<file path="src/scsc_consts.svh">
/*
  Constants for the static clock start/stop/reset controller: counts, widths, period and slow factor.
  Assumes inclusion by scsc_pkg.sv and the design modules, by bare name.
*/
// Functional notes
// - Crystal mode stop halts clocks high
// - External input mode stop freezes clocks anywhere; the code halts at a period end, processor and half-duty clocks high
// - Crystal start waits release plus 8192 cycles
// - Reset output stays high 16 clock cycles
// - Stabilisation count starts at oscillator threshold
// - Speed select taken on peripheral clock edges
// - Requests sampled synchronously, recognised next edge
// - Stop command halts clock high within three
`ifndef SCSC_CONSTS_SVH
`define SCSC_CONSTS_SVH

// Valid oscillator cycles counted before a crystal start
`define SCSC_OSC_STABILISE_CYC 14'h2000
`define SCSC_OSC_CNT_W 14
// Processor clock cycles the reset output is stretched
`define SCSC_RESET_STRETCH_CYC 5'h10
`define SCSC_RST_CNT_W 5
// Processor period ends, the first possibly partial, between a stop command and the halt
`define SCSC_STOP_DELAY_CYC 2'h2
// Source cycles in one fast processor clock period
`define SCSC_FAST_PERIOD 10'h003
// Slow mode multiplies the fast processor clock period by this factor
`define SCSC_SLOW_MULT 10'h008
`define SCSC_FC_W 10

`endif

</file>
<file path="src/scsc_pkg.sv">
/*
  Types shared by the clock controller modules.
  Assumes scsc_consts.svh is on the include path.
*/
`include "scsc_consts.svh"

package scsc_pkg;

  // Sequencer states of the controller
  typedef enum logic [1:0] {
    ST_OSC_WAIT,
    ST_RUN,
    ST_STOP_PEND,
    ST_STOPPED
  } scsc_state_t;

  // Source-cycle phase counter
  typedef logic [`SCSC_FC_W-1:0] scsc_phase_t;

endpackage : scsc_pkg

</file>
<file path="src/scsc_clk_div.sv">
/*
  Clock divider: builds the processor, half-duty and peripheral clock levels from the
  source clock (sys_clk_i stands for the crystal or external frequency input).
  Assumes the sequencer drives run_i, slow_i and hold_high_i synchronously.
*/
`timescale 1ns/1ns
`include "scsc_consts.svh"

module scsc_clk_div (
  input wire logic sys_clk_i,
  input wire logic reset_i,
  input wire logic run_i,
  input wire logic slow_i,
  input wire logic hold_high_i,
  output logic cyc_end_o,
  output logic pclk_rise_o,
  output logic proc_clk_o,
  output logic half_duty_clock_o,
  output logic pclk_o
);
  import scsc_pkg::*;

  // Period in source cycles for the selected speed
  function automatic scsc_phase_t period_of(input logic slow);
    period_of = slow ? scsc_phase_t'(`SCSC_FAST_PERIOD * `SCSC_SLOW_MULT) : `SCSC_FAST_PERIOD;
  endfunction : period_of

  scsc_phase_t fc_q; // Position inside the current processor period
  scsc_phase_t fc_d;
  scsc_phase_t period; // Length of the current period
  logic last; // Final source cycle of the period
  logic proc_d;
  logic half_d;

  assign period = period_of(slow_i);
  assign last = (fc_q >= period - 10'h001);
  assign cyc_end_o = run_i && last;
  assign pclk_rise_o = cyc_end_o && !pclk_o;
  // Restart at zero so a resumed clock begins with its high third
  assign fc_d = (!run_i || last) ? '0 : fc_q + 10'h001;
  // High third for the processor clock, half for the half-duty clock
  // Fast mode has one source cycle of resolution, so its half-duty high is 2 of 3 cycles
  assign proc_d = run_i ? (fc_d < period / 10'h003) : (hold_high_i | proc_clk_o);
  assign half_d = run_i ? (fc_d < (period + 10'h001) / 10'h002)
                        : (hold_high_i | half_duty_clock_o);

  // Phase counter and clock levels
  always_ff @(posedge sys_clk_i or posedge reset_i)
  begin
    if (reset_i)
    begin
      fc_q <= '0;
      proc_clk_o <= 1'b1;
      half_duty_clock_o <= 1'b1;
    end
    else
    begin
      fc_q <= fc_d;
      proc_clk_o <= proc_d;
      half_duty_clock_o <= half_d;
    end
  end

  // Peripheral clock toggles once per processor period: half its rate
  always_ff @(posedge sys_clk_i or posedge reset_i)
  begin
    if (reset_i)
      pclk_o <= 1'b1;
    else if (cyc_end_o)
      pclk_o <= !pclk_o;
    else if (!run_i && hold_high_i)
      pclk_o <= 1'b1;
  end

endmodule : scsc_clk_div

</file>
<file path="src/scsc_clock_ctrl.sv">
/*
  Clock controller top: start/stop sequencing, oscillator stabilisation wait, reset
  stretching and speed selection for a static system clock generator.
  Assumes all inputs are synchronous to sys_clk_i, which is the oscillator or external
  frequency itself; osc_valid_i reports the crystal amplitude reaching its threshold.
*/
`timescale 1ns/1ns
`include "scsc_consts.svh"

module scsc_clock_ctrl (
  input wire logic sys_clk_i,
  input wire logic reset_i,
  input wire logic freq_src_sel_i,
  input wire logic osc_valid_i,
  input wire logic reset_request_in_n_i,
  input wire logic start_i,
  input wire logic stop_status_line_n_i,
  input wire logic speed_select_i,
  output logic proc_clk_o,
  output logic half_duty_clock_o,
  output logic pclk_o,
  output logic reset_o,
  output scsc_pkg::scsc_state_t state_o
);
  import scsc_pkg::*;

  scsc_state_t state_q; // Sequencer state
  scsc_state_t state_d;
  logic [`SCSC_OSC_CNT_W-1:0] osc_cnt_q; // Valid oscillator cycles seen
  logic [`SCSC_RST_CNT_W-1:0] rst_cnt_q; // Processor cycles since reset release
  logic [1:0] stop_cnt_q; // Processor cycles since the stop command
  logic slow_q; // Speed in effect: high means slow
  logic reset_q;
  logic rst_armed_q; // A whole processor period has begun since the request went away
  logic req_active; // Reset request asserted
  logic stop_cmd; // Stop command on the status line
  logic run; // Divider running
  logic hold_high; // Stopped clocks are forced high
  logic cyc_end; // Last source cycle of a processor period
  logic pclk_rise; // Peripheral clock about to rise
  logic osc_done; // Stabilisation count complete
  logic stop_done; // Stop delay elapsed at a period end
  logic osc_count_en;

  assign req_active = !reset_request_in_n_i;
  assign stop_cmd = !stop_status_line_n_i;
  assign run = (state_q == ST_RUN) || (state_q == ST_STOP_PEND);
  // Crystal mode always parks high; waiting for the oscillator too
  assign hold_high = !freq_src_sel_i || (state_q == ST_OSC_WAIT);
  // Count only with a usable oscillator and the request released
  assign osc_count_en = (state_q == ST_OSC_WAIT) && osc_valid_i && !req_active;
  assign osc_done = osc_count_en && (osc_cnt_q == `SCSC_OSC_STABILISE_CYC - 14'h0001);
  // Halting at a period end leaves the processor clock in its high third
  assign stop_done = cyc_end && (stop_cnt_q == `SCSC_STOP_DELAY_CYC - 2'h1);
  assign state_o = state_q;
  assign reset_o = reset_q;

  // Next state: requests are taken at the edge where they are seen
  always_comb
  begin
    state_d = state_q;
    unique case (state_q)
      ST_OSC_WAIT:
        if (osc_done)
          state_d = ST_RUN;
      ST_RUN:
        if (stop_cmd)
          state_d = ST_STOP_PEND;
      ST_STOP_PEND:
        if (stop_done)
          state_d = ST_STOPPED;
      ST_STOPPED:
        // Crystal mode restart by reset waits out the oscillator again
        if (req_active && !freq_src_sel_i)
          state_d = ST_OSC_WAIT;
        else if (req_active || start_i)
          state_d = ST_RUN;
    endcase
  end

  // State register; crystal mode begins with the oscillator assumed stopped
  always_ff @(posedge sys_clk_i or posedge reset_i)
  begin
    if (reset_i)
      state_q <= ST_OSC_WAIT;
    else
      state_q <= state_d;
  end

  // Oscillator stabilisation counter
  always_ff @(posedge sys_clk_i or posedge reset_i)
  begin
    if (reset_i)
      osc_cnt_q <= '0;
    else if (state_q != ST_OSC_WAIT || req_active)
      osc_cnt_q <= '0;
    else if (osc_count_en)
      osc_cnt_q <= osc_cnt_q + 14'h0001;
  end

  // Stop delay counter, processor period ends, the first possibly partial
  always_ff @(posedge sys_clk_i or posedge reset_i)
  begin
    if (reset_i)
      stop_cnt_q <= '0;
    else if (state_q != ST_STOP_PEND)
      stop_cnt_q <= '0;
    else if (cyc_end)
      stop_cnt_q <= stop_cnt_q + 2'h1;
  end

  // Speed change only lands on a peripheral clock rising edge; a late change waits
  always_ff @(posedge sys_clk_i or posedge reset_i)
  begin
    if (reset_i)
      slow_q <= 1'b0;
    else if (pclk_rise)
      slow_q <= !speed_select_i;
  end

  // Reset stretch: held while requested, then 16 whole running processor periods.
  // The period already under way at release is skipped, else the output could drop
  // after only 15 periods; a stopped divider restarts with a whole period.
  always_ff @(posedge sys_clk_i or posedge reset_i)
  begin
    if (reset_i)
    begin
      reset_q <= 1'b1;
      rst_cnt_q <= '0;
      rst_armed_q <= 1'b0;
    end
    else if (req_active)
    begin
      reset_q <= 1'b1;
      rst_cnt_q <= '0;
      rst_armed_q <= 1'b0;
    end
    else if (!run || (reset_q && cyc_end && !rst_armed_q))
      rst_armed_q <= 1'b1;
    else if (reset_q && cyc_end)
    begin
      rst_cnt_q <= rst_cnt_q + 5'h01;
      reset_q <= (rst_cnt_q != `SCSC_RESET_STRETCH_CYC - 5'h01);
    end
  end

  scsc_clk_div u_div (
    .sys_clk_i(sys_clk_i),
    .reset_i(reset_i),
    .run_i(run),
    .slow_i(slow_q),
    .hold_high_i(hold_high),
    .cyc_end_o(cyc_end),
    .pclk_rise_o(pclk_rise),
    .proc_clk_o(proc_clk_o),
    .half_duty_clock_o(half_duty_clock_o),
    .pclk_o(pclk_o)
  );
endmodule : scsc_clock_ctrl

</file>
<file path="config.mk">
export PLATFORM = sky130hd
export DESIGN_NAME = scsc_clock_ctrl
export DESIGN_NICKNAME = d
export VERILOG_FILES = /design/src/scsc_pkg.sv /design/src/scsc_clk_div.sv /design/src/scsc_clock_ctrl.sv
export VERILOG_INCLUDE_DIRS = /design/src
export SDC_FILE = /design/constraint.sdc
export NUM_CORES = 1
export LEC_CHECK = 0
export BUFFER_PORTS_ARGS = -buffer_cell sky130_fd_sc_hd__buf_2
export CORE_MARGIN = 2
export CORE_UTILIZATION = 45
export CTS_BUF_LIST = sky130_fd_sc_hd__clkbuf_2 sky130_fd_sc_hd__clkbuf_4 sky130_fd_sc_hd__clkbuf_8
export DETAILED_ROUTE_END_ITERATION = 16
export GPL_ROUTABILITY_DRIVEN = 0
export GPL_TIMING_DRIVEN = 1
export PLACE_DENSITY = 0.62
export SLEW_MARGIN = 20
export SYNTH_ARGS = -nofsm -noshare
export SYNTH_HDL_FRONTEND = slang
export SYNTH_SLANG_ARGS = --single-unit
export TNS_END_PERCENT = 100
</file>
<file path="constraint.sdc">
create_clock -name sys_clk_i -period 3.4 [get_ports sys_clk_i]
set_input_delay 0.17 -clock sys_clk_i [delete_from_list [all_inputs] [get_ports sys_clk_i]]
set_output_delay 0.17 -clock sys_clk_i [all_outputs]
set_load 0.02 [all_outputs]
</file>
After elaboration in Yosys (flattened, before gate mapping)
Index checks and enable logic that the tools add are counted.
{"block": "totals", "reg_bits": 39, "inputBits": 8, "output_inout_bits": 6, "word_cells": 90}
{"block": "op_classes", "add_sub_neg": 6, "div_mod_pow": 1, "magnitude_cmp": 3, "n_eq_ne": 14, "muxes": 24, "bitwise_logic": 2, "reduce_logical": 29}
{"cell": "$mux 14", "n": 2}
{"cell": "$add 10x1->10 const B", "n": 2}
{"cell": "$mux 5", "n": 4}
{"cell": "$add 14x1->14 const B", "n": 1}
{"cell": "$eq 14x13->1 const B", "n": 1}
{"cell": "$mux 2", "n": 7}
{"cell": "$div 10x2->10 const B", "n": 1}
{"cell": "$ge 10x10->1", "n": 1}
{"cell": "$logic_and 1x1->1", "n": 10}
{"cell": "$lt 10x10->1", "n": 1}
{"cell": "$lt 10x9->1", "n": 1}
{"cell": "$mux 10", "n": 1}
{"cell": "$ne 2x2->1 const B", "n": 5}
{"cell": "$sub 10x1->10 const B", "n": 1}
{"cell": "$mux 1", "n": 9}
{"cell": "$pmux 2 s4", "n": 1}
{"cell": "$reduce_bool 2->1", "n": 4}
{"cell": "$logic_not 1->1", "n": 6}
{"cell": "$logic_or 1x1->1", "n": 6}
{"cell": "$add 5x1->5 const B", "n": 1}
{"cell": "$ne 5x4->1 const B", "n": 1}
{"cell": "$eq 2x1->1 const B", "n": 2}
{"cell": "$eq 2x2->1 const B", "n": 2}
{"cell": "$ne 2x1->1 const B", "n": 2}
{"cell": "other kinds (6)", "n": 7}

Logic depth before layout (Yosys ltp)
Gate-level depths: netlist of the first run.
{"block": "logic_depth", "ltp_word": 9, "depth_mapped": 11, "ltp_nobuf": 11}

Cells and area by module
A second synthesis of the first run with hierarchy kept.
{"block": "hier_totals", "hier_cells": 212, "area_unflattened_um2": 2099.5}
{"module": "scsc_clock_ctrl", "instances": 1, "cells_each": 134, "area_each_um2": 1355.0, "seq_area_each_um2": 651.9}
{"module": "scsc_clk_div", "instances": 1, "cells_each": 78, "area_each_um2": 744.5, "seq_area_each_um2": 329.1}

Least setup slack after synthesis of the first run
OpenSTA, ideal clock, no wires.
{"block": "synth_path", "kind": "flip-flop to flip-flop", "from": "register state_q[0] (netlist: state_o[0])", "to": "register u_div.half_duty_clock_o", "setup_ns": 0.084, "arrival_time_ns": 2.426, "required_time_ns": 3.316, "slack_ns": 0.891, "stages_incl_launch_ff": 11, "path_buffers": 1, "period_less_slack_ns": 2.509, "cell_sequence": "dfrtp_1 inv_1 ha_1 clkbuf_1 inv_1 a211o_4 nor2_1 ha_1 nand2b_1 nor4b_1 o32a_1"}
{"block": "synth_between", "elab_chain_len": 7, "elab_cells_between_ends": 11, "classes_between": "order compare (1); eq/ne (2); mux (2); bitwise (1); reduce/logical (5)"}
{"element": "start, declared", "line": "scsc_clock_ctrl.sv:27", "text": "scsc_state_t state_q;"}
{"element": "start signal, assigned", "line": "scsc_clock_ctrl.sv:87", "text": "state_q <= state_d;"}
{"element": "$eq 2x1->1 / $eq 2x2->1 (equally long branches)", "line": "scsc_clock_ctrl.sv:47", "text": "assign run = (state_q == ST_RUN) || (state_q == ST_STOP_PEND);"}
{"element": "$logic_or 1x1->1 *", "line": "scsc_clock_ctrl.sv:47"}
{"element": "$logic_not 1->1 *", "line": "scsc_clk_div.sv:40", "text": "assign fc_d = (!run_i || last) ? '0 : fc_q + 10'h001;"}
{"element": "$logic_or 1x1->1 *", "line": "scsc_clk_div.sv:40"}
{"element": "$mux 10 *", "line": "scsc_clk_div.sv:40"}
{"element": "net u_div.fc_d[3]", "line": "scsc_clk_div.sv:29", "text": "scsc_phase_t fc_d;"}
{"element": "$lt 10x9->1 *", "line": "scsc_clk_div.sv:44", "text": "assign half_d = run_i ? (fc_d < (period + 10'h001) / 10'h002)"}
{"element": "$mux 1 *", "line": "scsc_clk_div.sv:44"}
{"element": "net u_div.half_d", "line": "scsc_clk_div.sv:33", "text": "logic half_d;"}
{"element": "end signal, assigned", "line": "scsc_clk_div.sv:60", "text": "half_duty_clock_o <= half_d;"}
{"element": "end, declared", "line": "scsc_clk_div.sv:18", "text": "output logic half_duty_clock_o,"}
Mark *: on every way through the listed nets, which the timed path passes. The rest lies on a longest branch.
A chain may end at the register's enable or synchronous reset.

Final worst setup path of the first run
{"block": "layout_path", "from": "register state_q[0] (netlist: state_o[0])", "to": "register u_div.proc_clk_o"}
{"block": "layout_between", "elab_chain_len": 7, "elab_cells_between_ends": 11, "classes_between": "order compare (1); eq/ne (2); mux (2); bitwise (1); reduce/logical (5)"}
{"element": "$eq 2x1->1 / $eq 2x2->1 (equally long branches)", "line": "scsc_clock_ctrl.sv:47"}
{"element": "$logic_or 1x1->1 *", "line": "scsc_clock_ctrl.sv:47"}
{"element": "$logic_not 1->1 *", "line": "scsc_clk_div.sv:40"}
{"element": "$logic_or 1x1->1 *", "line": "scsc_clk_div.sv:40"}
{"element": "$mux 10 *", "line": "scsc_clk_div.sv:40"}
{"element": "net u_div.fc_d[3]", "line": "scsc_clk_div.sv:29"}
{"element": "$lt 10x10->1 *", "line": "scsc_clk_div.sv:43", "text": "assign proc_d = run_i ? (fc_d < period / 10'h003) : (hold_high_i | proc_clk_o);"}
{"element": "$mux 1 *", "line": "scsc_clk_div.sv:43"}
{"element": "net u_div.proc_d", "line": "scsc_clk_div.sv:32", "text": "logic proc_d;"}
{"element": "end signal, assigned", "line": "scsc_clk_div.sv:59", "text": "proc_clk_o <= proc_d;"}
{"element": "end, declared", "line": "scsc_clk_div.sv:17", "text": "output logic proc_clk_o,"}
Marks and branches as above.

==> results.json, run 1 <==
{
  "leakagePower_nw": 1.08,
  "fin_tns_setup_ns": 0,
  "hold_ws_ns": -0.00531,
  "numClockSinks": 39,
  "cts_resized": 0,
  "tightest_slew_ns": 0.656,
  "pwr_density_cell_nw_per_um2": 670,
  "skew_ns": 0.00587,
  "maxSlewHeadroom": 0.562,
  "drc": 0,
  "maxCapViolCount": 0,
  "postPlaceCellArea_sq_um": 2250,
  "die_area_sq_um": 5270,
  "clk_path_buf_depth": 2,
  "synth_area_sq_um": 2120,
  "ant_nets": 0,
  "synth_area_per_cell_sq_um": 10.0,
  "worst_ep_required_time_ns": 3.60,
  "clk_pin_slew_ns": 0.07,
  "crit_fanout": 11,
  "critPathLaunchType": "register",
  "power_frac_seq": 0.384,
  "nNetsFinal": 253,
  "switching_share": 0.387,
  "drive_gt1_frac": 0.151,
  "rsz0062_at_grt": "no",
  "synth_cells": 211,
  "n_antenna_cell": 0,
  "hp-class": "in2async",
  "portBuffers": 13,
  "synth_edf_count": 0,
  "failed_checks": "hold timing",
  "cp.arrival_ns": 2.89,
  "path_class": "reg2reg",
  "dieHeight_microns": 72.6,
  "grt_usage": 0.167,
  "post_drt_wl_per_cell_microns": 13.1,
  "rows": 24,
  "area_growth_pct": 10.3,
  "post-dp-hpwl_microns": 2690,
  "final_core_util": 0.526,
  "postLayoutCellArea_sq_um": 2340,
  "start_util": 0.476,
  "period_share": 0.790,
  "coreArea_sq_um": 4440,
  "vias": 1523,
  "power.internal_uw": 960,
  "routed_via_density": 5.36,
  "die_width_microns": 72.6,
  "yosys_register_bits": 39,
  "period_needed_ns": 2.69,
  "cts_hold_buf": 0,
  "max_freq_ghz": 0.372,
  "async_reset_ff_frac": 1.00,
  "num_io_pins": 14,
  "drtIter0Drc": 83,
  "ys_warn_count": 0,
  "status": "finished, violations left",
  "power.share.clock": 0.199,
  "grt_pass1_vias": 1453,
  "ys.flop_type": "dfrtp_1",
  "seq_area_frac_synth": 0.463,
  "place_ws_ns": 0.745,
  "combPwrFrac": 0.417,
  "ir_drop_mv": 0.510,
  "grt_max_degree": 40,
  "ys_types": 47,
  "ctsRootBufferMaster": "clkbuf_8",
  "endpoint_kind": "register",
  "hold_viol": 13,
  "h-tree-depth": 2,
  "drt-total-wl_microns": 3710,
  "setup_violations": 0,
  "clk_latency_ns": 0.29,
  "grt_first_pass_wirelength_microns": 6720,
  "p_total_mw": 1.57,
  "grt-ovfl-total": 0,
  "cts_buffers": 5,
  "p_sw_uw": 606,
  "fin_ws_ns": 0.713,
  "drv_slew": 0,
  "dr.pass1.iters": 4,
  "antenna_found_initial": 0,
  "cts_tree": "done",
  "postCtsSetupRepairBufs": 0
}
flip-flops by register name, indices dropped and copies added (netlist names):
register and flops:
rst_armed_q 1, u_div.pclk_o 1, u_div.fc_q 10, osc_cnt_q 14, u_div.proc_clk_o 1, rst_cnt_q 5
state_o 2, u_div.half_duty_clock_o 1, stop_cnt_q 2, slow_q 1, reset_o 1
kinds of logic (layout without fill, tap and decap cells):
group,Yosys count,count (layout),synth area share
flops,39,39,0.463
mux,4,4,0.0189
buf+inv,19,37,0.0355
fa+ha+maj,14,14,0.0827
xor+xnor,14,14,0.0579
compound gates,42,42,0.144
simple gates,78,78,0.196
other cells,1,4,0.00177
cell usage after synthesis (2+ instances only):
cell type	instances	area (sq um)
dfrtp_1	35	876
nor2_1	23	86.3
nand2_1	19	71.3
inv_1	15	56.3
ha_1	14	175
a21oi_1	13	65.1
o21ai_0	7	35.0
xnor2_1	7	61.3
xor2_1	7	61.3
nand3_1	6	30.0
or3_1	5	31.3
dfstp_2	4	105
mux2i_1	4	40.0
nor3_1	4	20.0
and2_1	3	18.8
and3_1	3	18.8
clkbuf_1	3	11.3
nand4_1	3	18.8
o31ai_1	3	22.5
a21o_1	2	15.0
a31oi_1	2	12.5
nand2b_1	2	12.5
o21ai_1	2	10.0
or4_1	2	15.0
metrics by stage:
step                std cells  hold WS [ns]
floorplan                 214         0.268
global placement          276         0.323
detailed placement        276         0.326
CTS                       284       0.00604
global route              284        0.0438
finish                    284      -0.00531
final timing paths:
kind	startpoint	end	slack, ns	depth (start not counted)
setup reg to reg	state_o[0]	u_div.proc_clk_o	0.71	10
max in group asynchronous	reset_i	reset_o	3.03	3
hold reg to reg	u_div.fc_q[0]	u_div.fc_q[0]	0.47	1
hold / removal	reset_i	osc_cnt_q[8]	-0.005	3
setup / recovery	state_o[0]	u_div.proc_clk_o	0.71	10
min in group sys_clk_i	speed_select_i	slow_q	0.07	2
power by group through the flow:
stage	logic, mW	registers (mW)	clock network [mW]
finish	0.653	0.601	0.312
global route	0.740	0.612	0.348
CTS	0.656	0.601	0.328
detailed placement	0.654	0.610	0
global placement	0.653	0.608	0
floorplan	0.501	0.628	0
routing by layer:
layer / routed length, microns / up-vias / track usage
li1: - / 776 / -
met1: 1870 / 722 / 0.225
met2: 1690 / 23 / 0.258
met3: 123 / 2 / 0.0497
met4: 26 / 0 / 0.0556
met5: 0 / - / 0
cell usage in the layout, fill, tap and decap left out, types with 3 or more instances in the layout:
master | netlist | final
dfrtp_1 | 35 | 35
nor2_1 | 23 | 23
nand2_1 | 19 | 19
inv_1 | 15 | 15
ha_1 | 14 | 14
a21oi_1 | 13 | 13
buf_2 | 0 | 13
o21ai_0 | 7 | 7
xnor2_1 | 7 | 7
xor2_1 | 7 | 7
nand3_1 | 6 | 6
or3_1 | 5 | 5
clkbuf_8 | 0 | 5
mux2i_1 | 4 | 4
nor3_1 | 4 | 4
dfstp_2 | 4 | 4
conb_1 | 1 | 4
nand4_1 | 3 | 3
and3_1 | 3 | 3
and2_1 | 3 | 3
o31ai_1 | 3 | 3
worst max-delay path, cell delays in order (launching register included):
cell and delay [ns]:
dfrtp_1 0.48, inv_1 0.10, ha_1 0.45, inv_1 0.19
a211o_4 0.16, nor2_1 0.06, ha_1 0.20, nand2b_1 0.14
nor4b_1 0.43, a21oi_1 0.15, a211oi_1 0.24
final cells by class:
cell class | instances | area, sq um
clock inverter | 1 | 5.00
timing repair buffer | 14 | 72.6
sequential | 39 | 981
fill | 413 | 2110
tap | 52 | 65.1
multi-input combinational | 156 | 1070
inverter | 15 | 56.3
clock buffer | 7 | 83.8
Power figures use the tool's default switching activity.
==> run 2: changes to the inputs <==
--- a/config.mk
+++ b/config.mk
@@ -13,7 +13,7 @@
 export DETAILED_ROUTE_END_ITERATION = 16
 export GPL_ROUTABILITY_DRIVEN = 0
 export GPL_TIMING_DRIVEN = 1
-export PLACE_DENSITY = 0.62
+export PLACE_DENSITY = 0.65
 export SLEW_MARGIN = 20
 export SYNTH_ARGS = -nofsm -noshare
 export SYNTH_HDL_FRONTEND = slang
==> constraint.sdc (replaced) <==
create_clock -name sys_clk_i -period 2.33 [get_ports sys_clk_i]
set_input_delay 0.1165 -clock sys_clk_i [delete_from_list [all_inputs] [get_ports sys_clk_i]]
set_output_delay 0.1165 -clock sys_clk_i [all_outputs]
set_load 0.02 [all_outputs]
==> results.json, run 2 (synthesized netlist as in run 1, its figures left out) <==
{
  "grt_max_degree": 24,
  "final_common_cell": "dfrtp_1",
  "path_cells": "buf_6 > ha_4 > nand2b_4 > a311o_1 > a211o_4 > nor2_4 > ha_4 > nand2b_4 > nor4b_4 > o32a_1",
  "period_share": 1.02,
  "vias": 1611,
  "crit_family": "compound AO/OA/AOI/OAI gates",
  "max_freq_ghz": 0.422,
  "clk_latency_ns": 0.29,
  "numClockSinks": 39,
  "die_area_sq_um": 5270,
  "area_growth_pct": 23.6,
  "antenna_found_initial": 0,
  "failed_checks": "setup timing",
  "drc": 0,
  "tightest_slew_ns": 0.904,
  "critPathLaunchType": "register",
  "coreArea_sq_um": 4440,
  "cts_hold_buf": 0,
  "period_needed_ns": 2.37,
  "maxCapViolCount": 0,
  "crit_fanout": 4,
  "worst_ep_required_time_ns": 2.55,
  "hp-class": "in2async",
  "drv_slew": 0,
  "hold_ws_ns": 0.00872,
  "reg2regPathDepth": 10,
  "start_util": 0.476,
  "largest_register_ff_count": 14,
  "largest_register": "osc_cnt_q",
  "path_class": "reg2reg",
  "layout_common_cells": "dfrtp_1, nor2_1, nand2_1",
  "n_antenna_cell": 0,
  "grt_usage": 0.187,
  "post_drt_wl_per_cell_microns": 14.4,
  "dieHeight_microns": 72.6,
  "ant_nets": 0,
  "h-tree-depth": 2,
  "status": "finished, violations left",
  "fillerInstances": 390,
  "cpPeakStageDelay_ns": 0.41,
  "cts_tree": "done",
  "num_io_pins": 14,
  "post-dp-hpwl_microns": 3000,
  "drive_gt1_frac": 0.268,
  "grt_pass1_vias": 1651,
  "rsz0062_at_grt": "yes",
  "leakagePower_nw": 1.20,
  "place_ws_ns": -0.0438,
  "drtIter0Drc": 50,
  "fin_ws_ns": -0.0387,
  "pwr_density_cell_nw_per_um2": 1030,
  "ir_drop_mv": 0.765,
  "cp_slowest_cell": "dfrtp_1",
  "cp_num_cells": 10,
  "nNetsFinal": 271,
  "skew_ns": 0.00706,
  "die_width_microns": 72.6,
  "hold_viol": 0,
  "dr.pass1.iters": 4,
  "grt-ovfl-total": 0,
  "rows": 24,
  "portBuffers": 13,
  "top_regs": "osc_cnt_q x14, u_div.fc_q x10, rst_cnt_q x5",
  "setup_violations": 1,
  "maxSlewHeadroom": 0.396,
  "ctsRootBufferMaster": "clkbuf_8",
  "drt-total-wl_microns": 4350,
  "cts_buffers": 5,
  "clk_path_buf_depth": 2,
  "grt_first_pass_wirelength_microns": 7500,
  "cp.buffers_inverters": 1,
  "routed_via_density": 5.33,
  "endpoint_kind": "register",
  "clk_pin_slew_ns": 0.08,
  "cp.arrival_ns": 2.59
}
-- run 2: path summary, 6_finish.rpt --
path                           startpoint                      end  slack, ns
setup / recovery                   slow_q  u_div.half_duty_clock_o      -0.04
hold / removal                    reset_i               state_o[0]      0.009
setup reg to reg                   slow_q  u_div.half_duty_clock_o      -0.04
hold reg to reg                   reset_o                  reset_o       0.54
max in group asynchronous         reset_i            stop_cnt_q[0]       1.63
min in group sys_clk_i     speed_select_i                   slow_q       0.01
-- run 2: layout make-up --
cell class / count / area (sq um) / area share
Sequential cell: 39 / 983 / 0.376
Clock buffer: 6 / 82.6 / 0.0315
Multi-Input combinational cell: 156 / 1170 / 0.447
Inverter: 15 / 61.3 / 0.0234
Tap cell: 52 / 65.1 / 0.0249
Timing Repair Buffer: 32 / 219 / 0.0837
Clock inverter: 2 / 35.0 / 0.0134
-- run 2: per-layer routing --
layer / share of wire / track usage / vias up
met5: 0 / 0 / -
met1: 0.48 / 0.246 / 773
li1: - / - / 815
met4: 0.017 / 0.0844 / 0
met2: 0.47 / 0.295 / 18
met3: 0.024 / 0.0442 / 5
-- run 2: report_power, final --
| group | leakage, nW | internal, mW | switching, mW | total (mW) |
|---|---|---|---|---|
| registers | 0.510 | 0.789 | 0.0735 | 0.863 |
| clock network | 0.0612 | 0.346 | 0.240 | 0.586 |
| logic | 0.625 | 0.566 | 0.694 | 1.26 |
-- run 2: stage by stage --
stage                     instance area [sq um]   util  power (mW)   TNS (ns)  instances
after floorplan                            2150      -        1.67  -0.000546        214
after global placement                     2370  0.533        1.95          0        289
after detailed placement                   2370  0.533        1.98    -0.0741        289
after CTS                                  2570  0.578        2.66    -0.0305        299
after global routing                       2620  0.589        2.92     -0.260        302
final                                      2620  0.589        2.71    -0.0387        302
-- run 2: repair_timing --
| item | CTS | global route |
|---|---|---|
| pin swaps | 9 | 9 |
| resized for setup | 10 | 6 |
| setup endpoints to repair | 2 | 2 |
| setup buffers | 2 | 3 |
==> run 3: changes to the inputs <==
--- a/config.mk
+++ b/config.mk
@@ -14,6 +14,7 @@
 export GPL_ROUTABILITY_DRIVEN = 0
 export GPL_TIMING_DRIVEN = 1
 export PLACE_DENSITY = 0.65
+export RECOVER_POWER = 50
 export SLEW_MARGIN = 20
 export SYNTH_ARGS = -nofsm -noshare
 export SYNTH_HDL_FRONTEND = slang
==> results.json, run 3 (synthesized netlist as in run 1, its figures left out) <==
{
  "status": "finished, violations left",
  "failed_checks": "setup timing",
  "fin_cells": 302,
  "p_total_mw": 2.71,
  "ir_drop_mv": 0.765,
  "hp-class": "in2async",
  "grt_max_degree": 24,
  "pwr_density_cell_nw_per_um2": 1040,
  "h-tree-depth": 2,
  "reg2regPathDepth": 10,
  "portBuffers": 13,
  "path_class": "reg2reg",
  "tightest_slew_ns": 0.893,
  "place_ws_ns": -0.0438,
  "cts_hold_buf": 0,
  "power.internal_mw": 1.70,
  "coreArea_sq_um": 4440,
  "clk_pin_slew_ns": 0.08,
  "skew_ns": 0.00643,
  "crit_fanout": 4,
  "hold_ws_ns": 0.00390,
  "rows": 24,
  "start_util": 0.476,
  "grt_pass1_vias": 1651,
  "post_drt_wl_per_cell_microns": 14.4,
  "maxCapViolCount": 0,
  "period_share": 1.02,
  "postLayoutCellArea_sq_um": 2610,
  "cp-endpoint": "u_div.half_duty_clock_o",
  "dpl.cell_count": 289,
  "largest_register": "osc_cnt_q",
  "antenna_found_initial": 0,
  "clk_latency_ns": 0.29,
  "drc": 0,
  "top_regs": "osc_cnt_q x14, u_div.fc_q x10, rst_cnt_q x5",
  "ctsRootBufferMaster": "clkbuf_8",
  "fin_tns_setup_ns": -0.0383,
  "timing.rr.start": "slow_q",
  "maxSlewHeadroom": 0.404,
  "cts_tree": "done",
  "largest_register_ff_count": 14,
  "combPwrFrac": 0.465,
  "numClockSinks": 39,
  "grt_usage": 0.187,
  "rsz0062_at_grt": "yes",
  "drt-total-wl_microns": 4350,
  "grt_first_pass_wirelength_microns": 7500,
  "drive_gt1_frac": 0.260,
  "crit_path_start": "slow_q",
  "fillerInstances": 390,
  "critPathLaunchType": "register",
  "num_io_pins": 14,
  "ant_nets": 0,
  "r2r_slack_ns": -0.04,
  "cp.arrival_ns": 2.59,
  "final_common_cell": "dfrtp_1",
  "die_area_sq_um": 5270,
  "drtIter0Drc": 46,
  "final_core_util": 0.587,
  "power.share.clock": 0.216,
  "p_sw_mw": 1.01,
  "grt-ovfl-total": 0,
  "power_frac_seq": 0.319,
  "routed_via_density": 5.35,
  "hold_viol": 0,
  "drv_slew": 0,
  "worst_ep_required_time_ns": 2.55,
  "leakagePower_nw": 1.19,
  "period_needed_ns": 2.37,
  "post-dp-hpwl_microns": 3000,
  "vias": 1617,
  "endpoint_kind": "register",
  "r2r_end": "u_div.half_duty_clock_o",
  "postPlaceCellArea_sq_um": 2370,
  "fin_ws_ns": -0.0383,
  "dieHeight_microns": 72.6,
  "switching_share": 0.372,
  "dr.pass1.iters": 4,
  "area_growth_pct": 23.3,
  "cts_buffers": 5,
  "n_antenna_cell": 0,
  "nNetsFinal": 271,
  "die_width_microns": 72.6,
  "layout_common_cells": "dfrtp_1, nor2_1, nand2_1",
  "clk_path_buf_depth": 2,
  "setup_violations": 1,
  "max_freq_ghz": 0.422
}
-- run 3: cell types whose count changed in the layout (fill, tap and decap cells not counted) --
| cell | delta |
|---|---|
| buf_4 | -2 |
| clkbuf_1 | +2 |
-- run 3: worst max-delay path, stage by stage (launching register included) --
cell and delay (ns):
dfrtp_1 0.41, buf_6 0.13, ha_4 0.19, nand2b_4 0.14, a311o_1 0.29, a211o_4 0.37, nor2_4 0.14, ha_4 0.15
nand2b_4 0.13, nor4b_4 0.05, o32a_1 0.29
-- run 3: repair_timing --
action / CTS / global route
pin swaps: 9 / 9
resized for setup: 10 / 6
endpoints found under the setup margin: 2 / 2
cloned: 0 / 0
setup buffers: 2 / 3
-- run 3: power groups by stage --
stage | Combinational (mW) | Clock [mW] | Sequential (mW)
after CTS | 1.19 | 0.605 | 0.864
after detailed placement | 1.11 | 0 | 0.875
after floorplan | 0.748 | 0 | 0.922
after global routing | 1.41 | 0.631 | 0.877
final | 1.26 | 0.586 | 0.863
after global placement | 1.08 | 0 | 0.873
-- run 3: per-layer routing --
| layer | vias to the layer above | share of wire | track usage |
|---|---|---|---|
| met4 | 0 | 0.017 | 0.0844 |
| met5 | - | 0 | 0 |
| li1 | 815 | - | - |
| met3 | 5 | 0.024 | 0.0442 |
| met2 | 18 | 0.47 | 0.295 |
| met1 | 779 | 0.48 | 0.246 |
-- run 3: final cells by class --
class | count | area, sq um | share of cell area
clock buffers | 6 | 82.6 | 0.0316
clock inverters | 2 | 35.0 | 0.0134
inverters | 15 | 61.3 | 0.0235
multi-input cells | 156 | 1170 | 0.449
flip-flops and latches | 39 | 983 | 0.377
well taps | 52 | 65.1 | 0.0249
repair buffers | 32 | 211 | 0.0810
-- run 3: how the worst min path moves through the flow --
| stage | to | startpoint |
|---|---|---|
| CTS | slow_q | speed_select_i |
| detailed placement | slow_q | speed_select_i |
| finish | state_o[0] | reset_i |
| floorplan | slow_q | speed_select_i |
| global route | slow_q | speed_select_i |
| global placement | slow_q | speed_select_i |
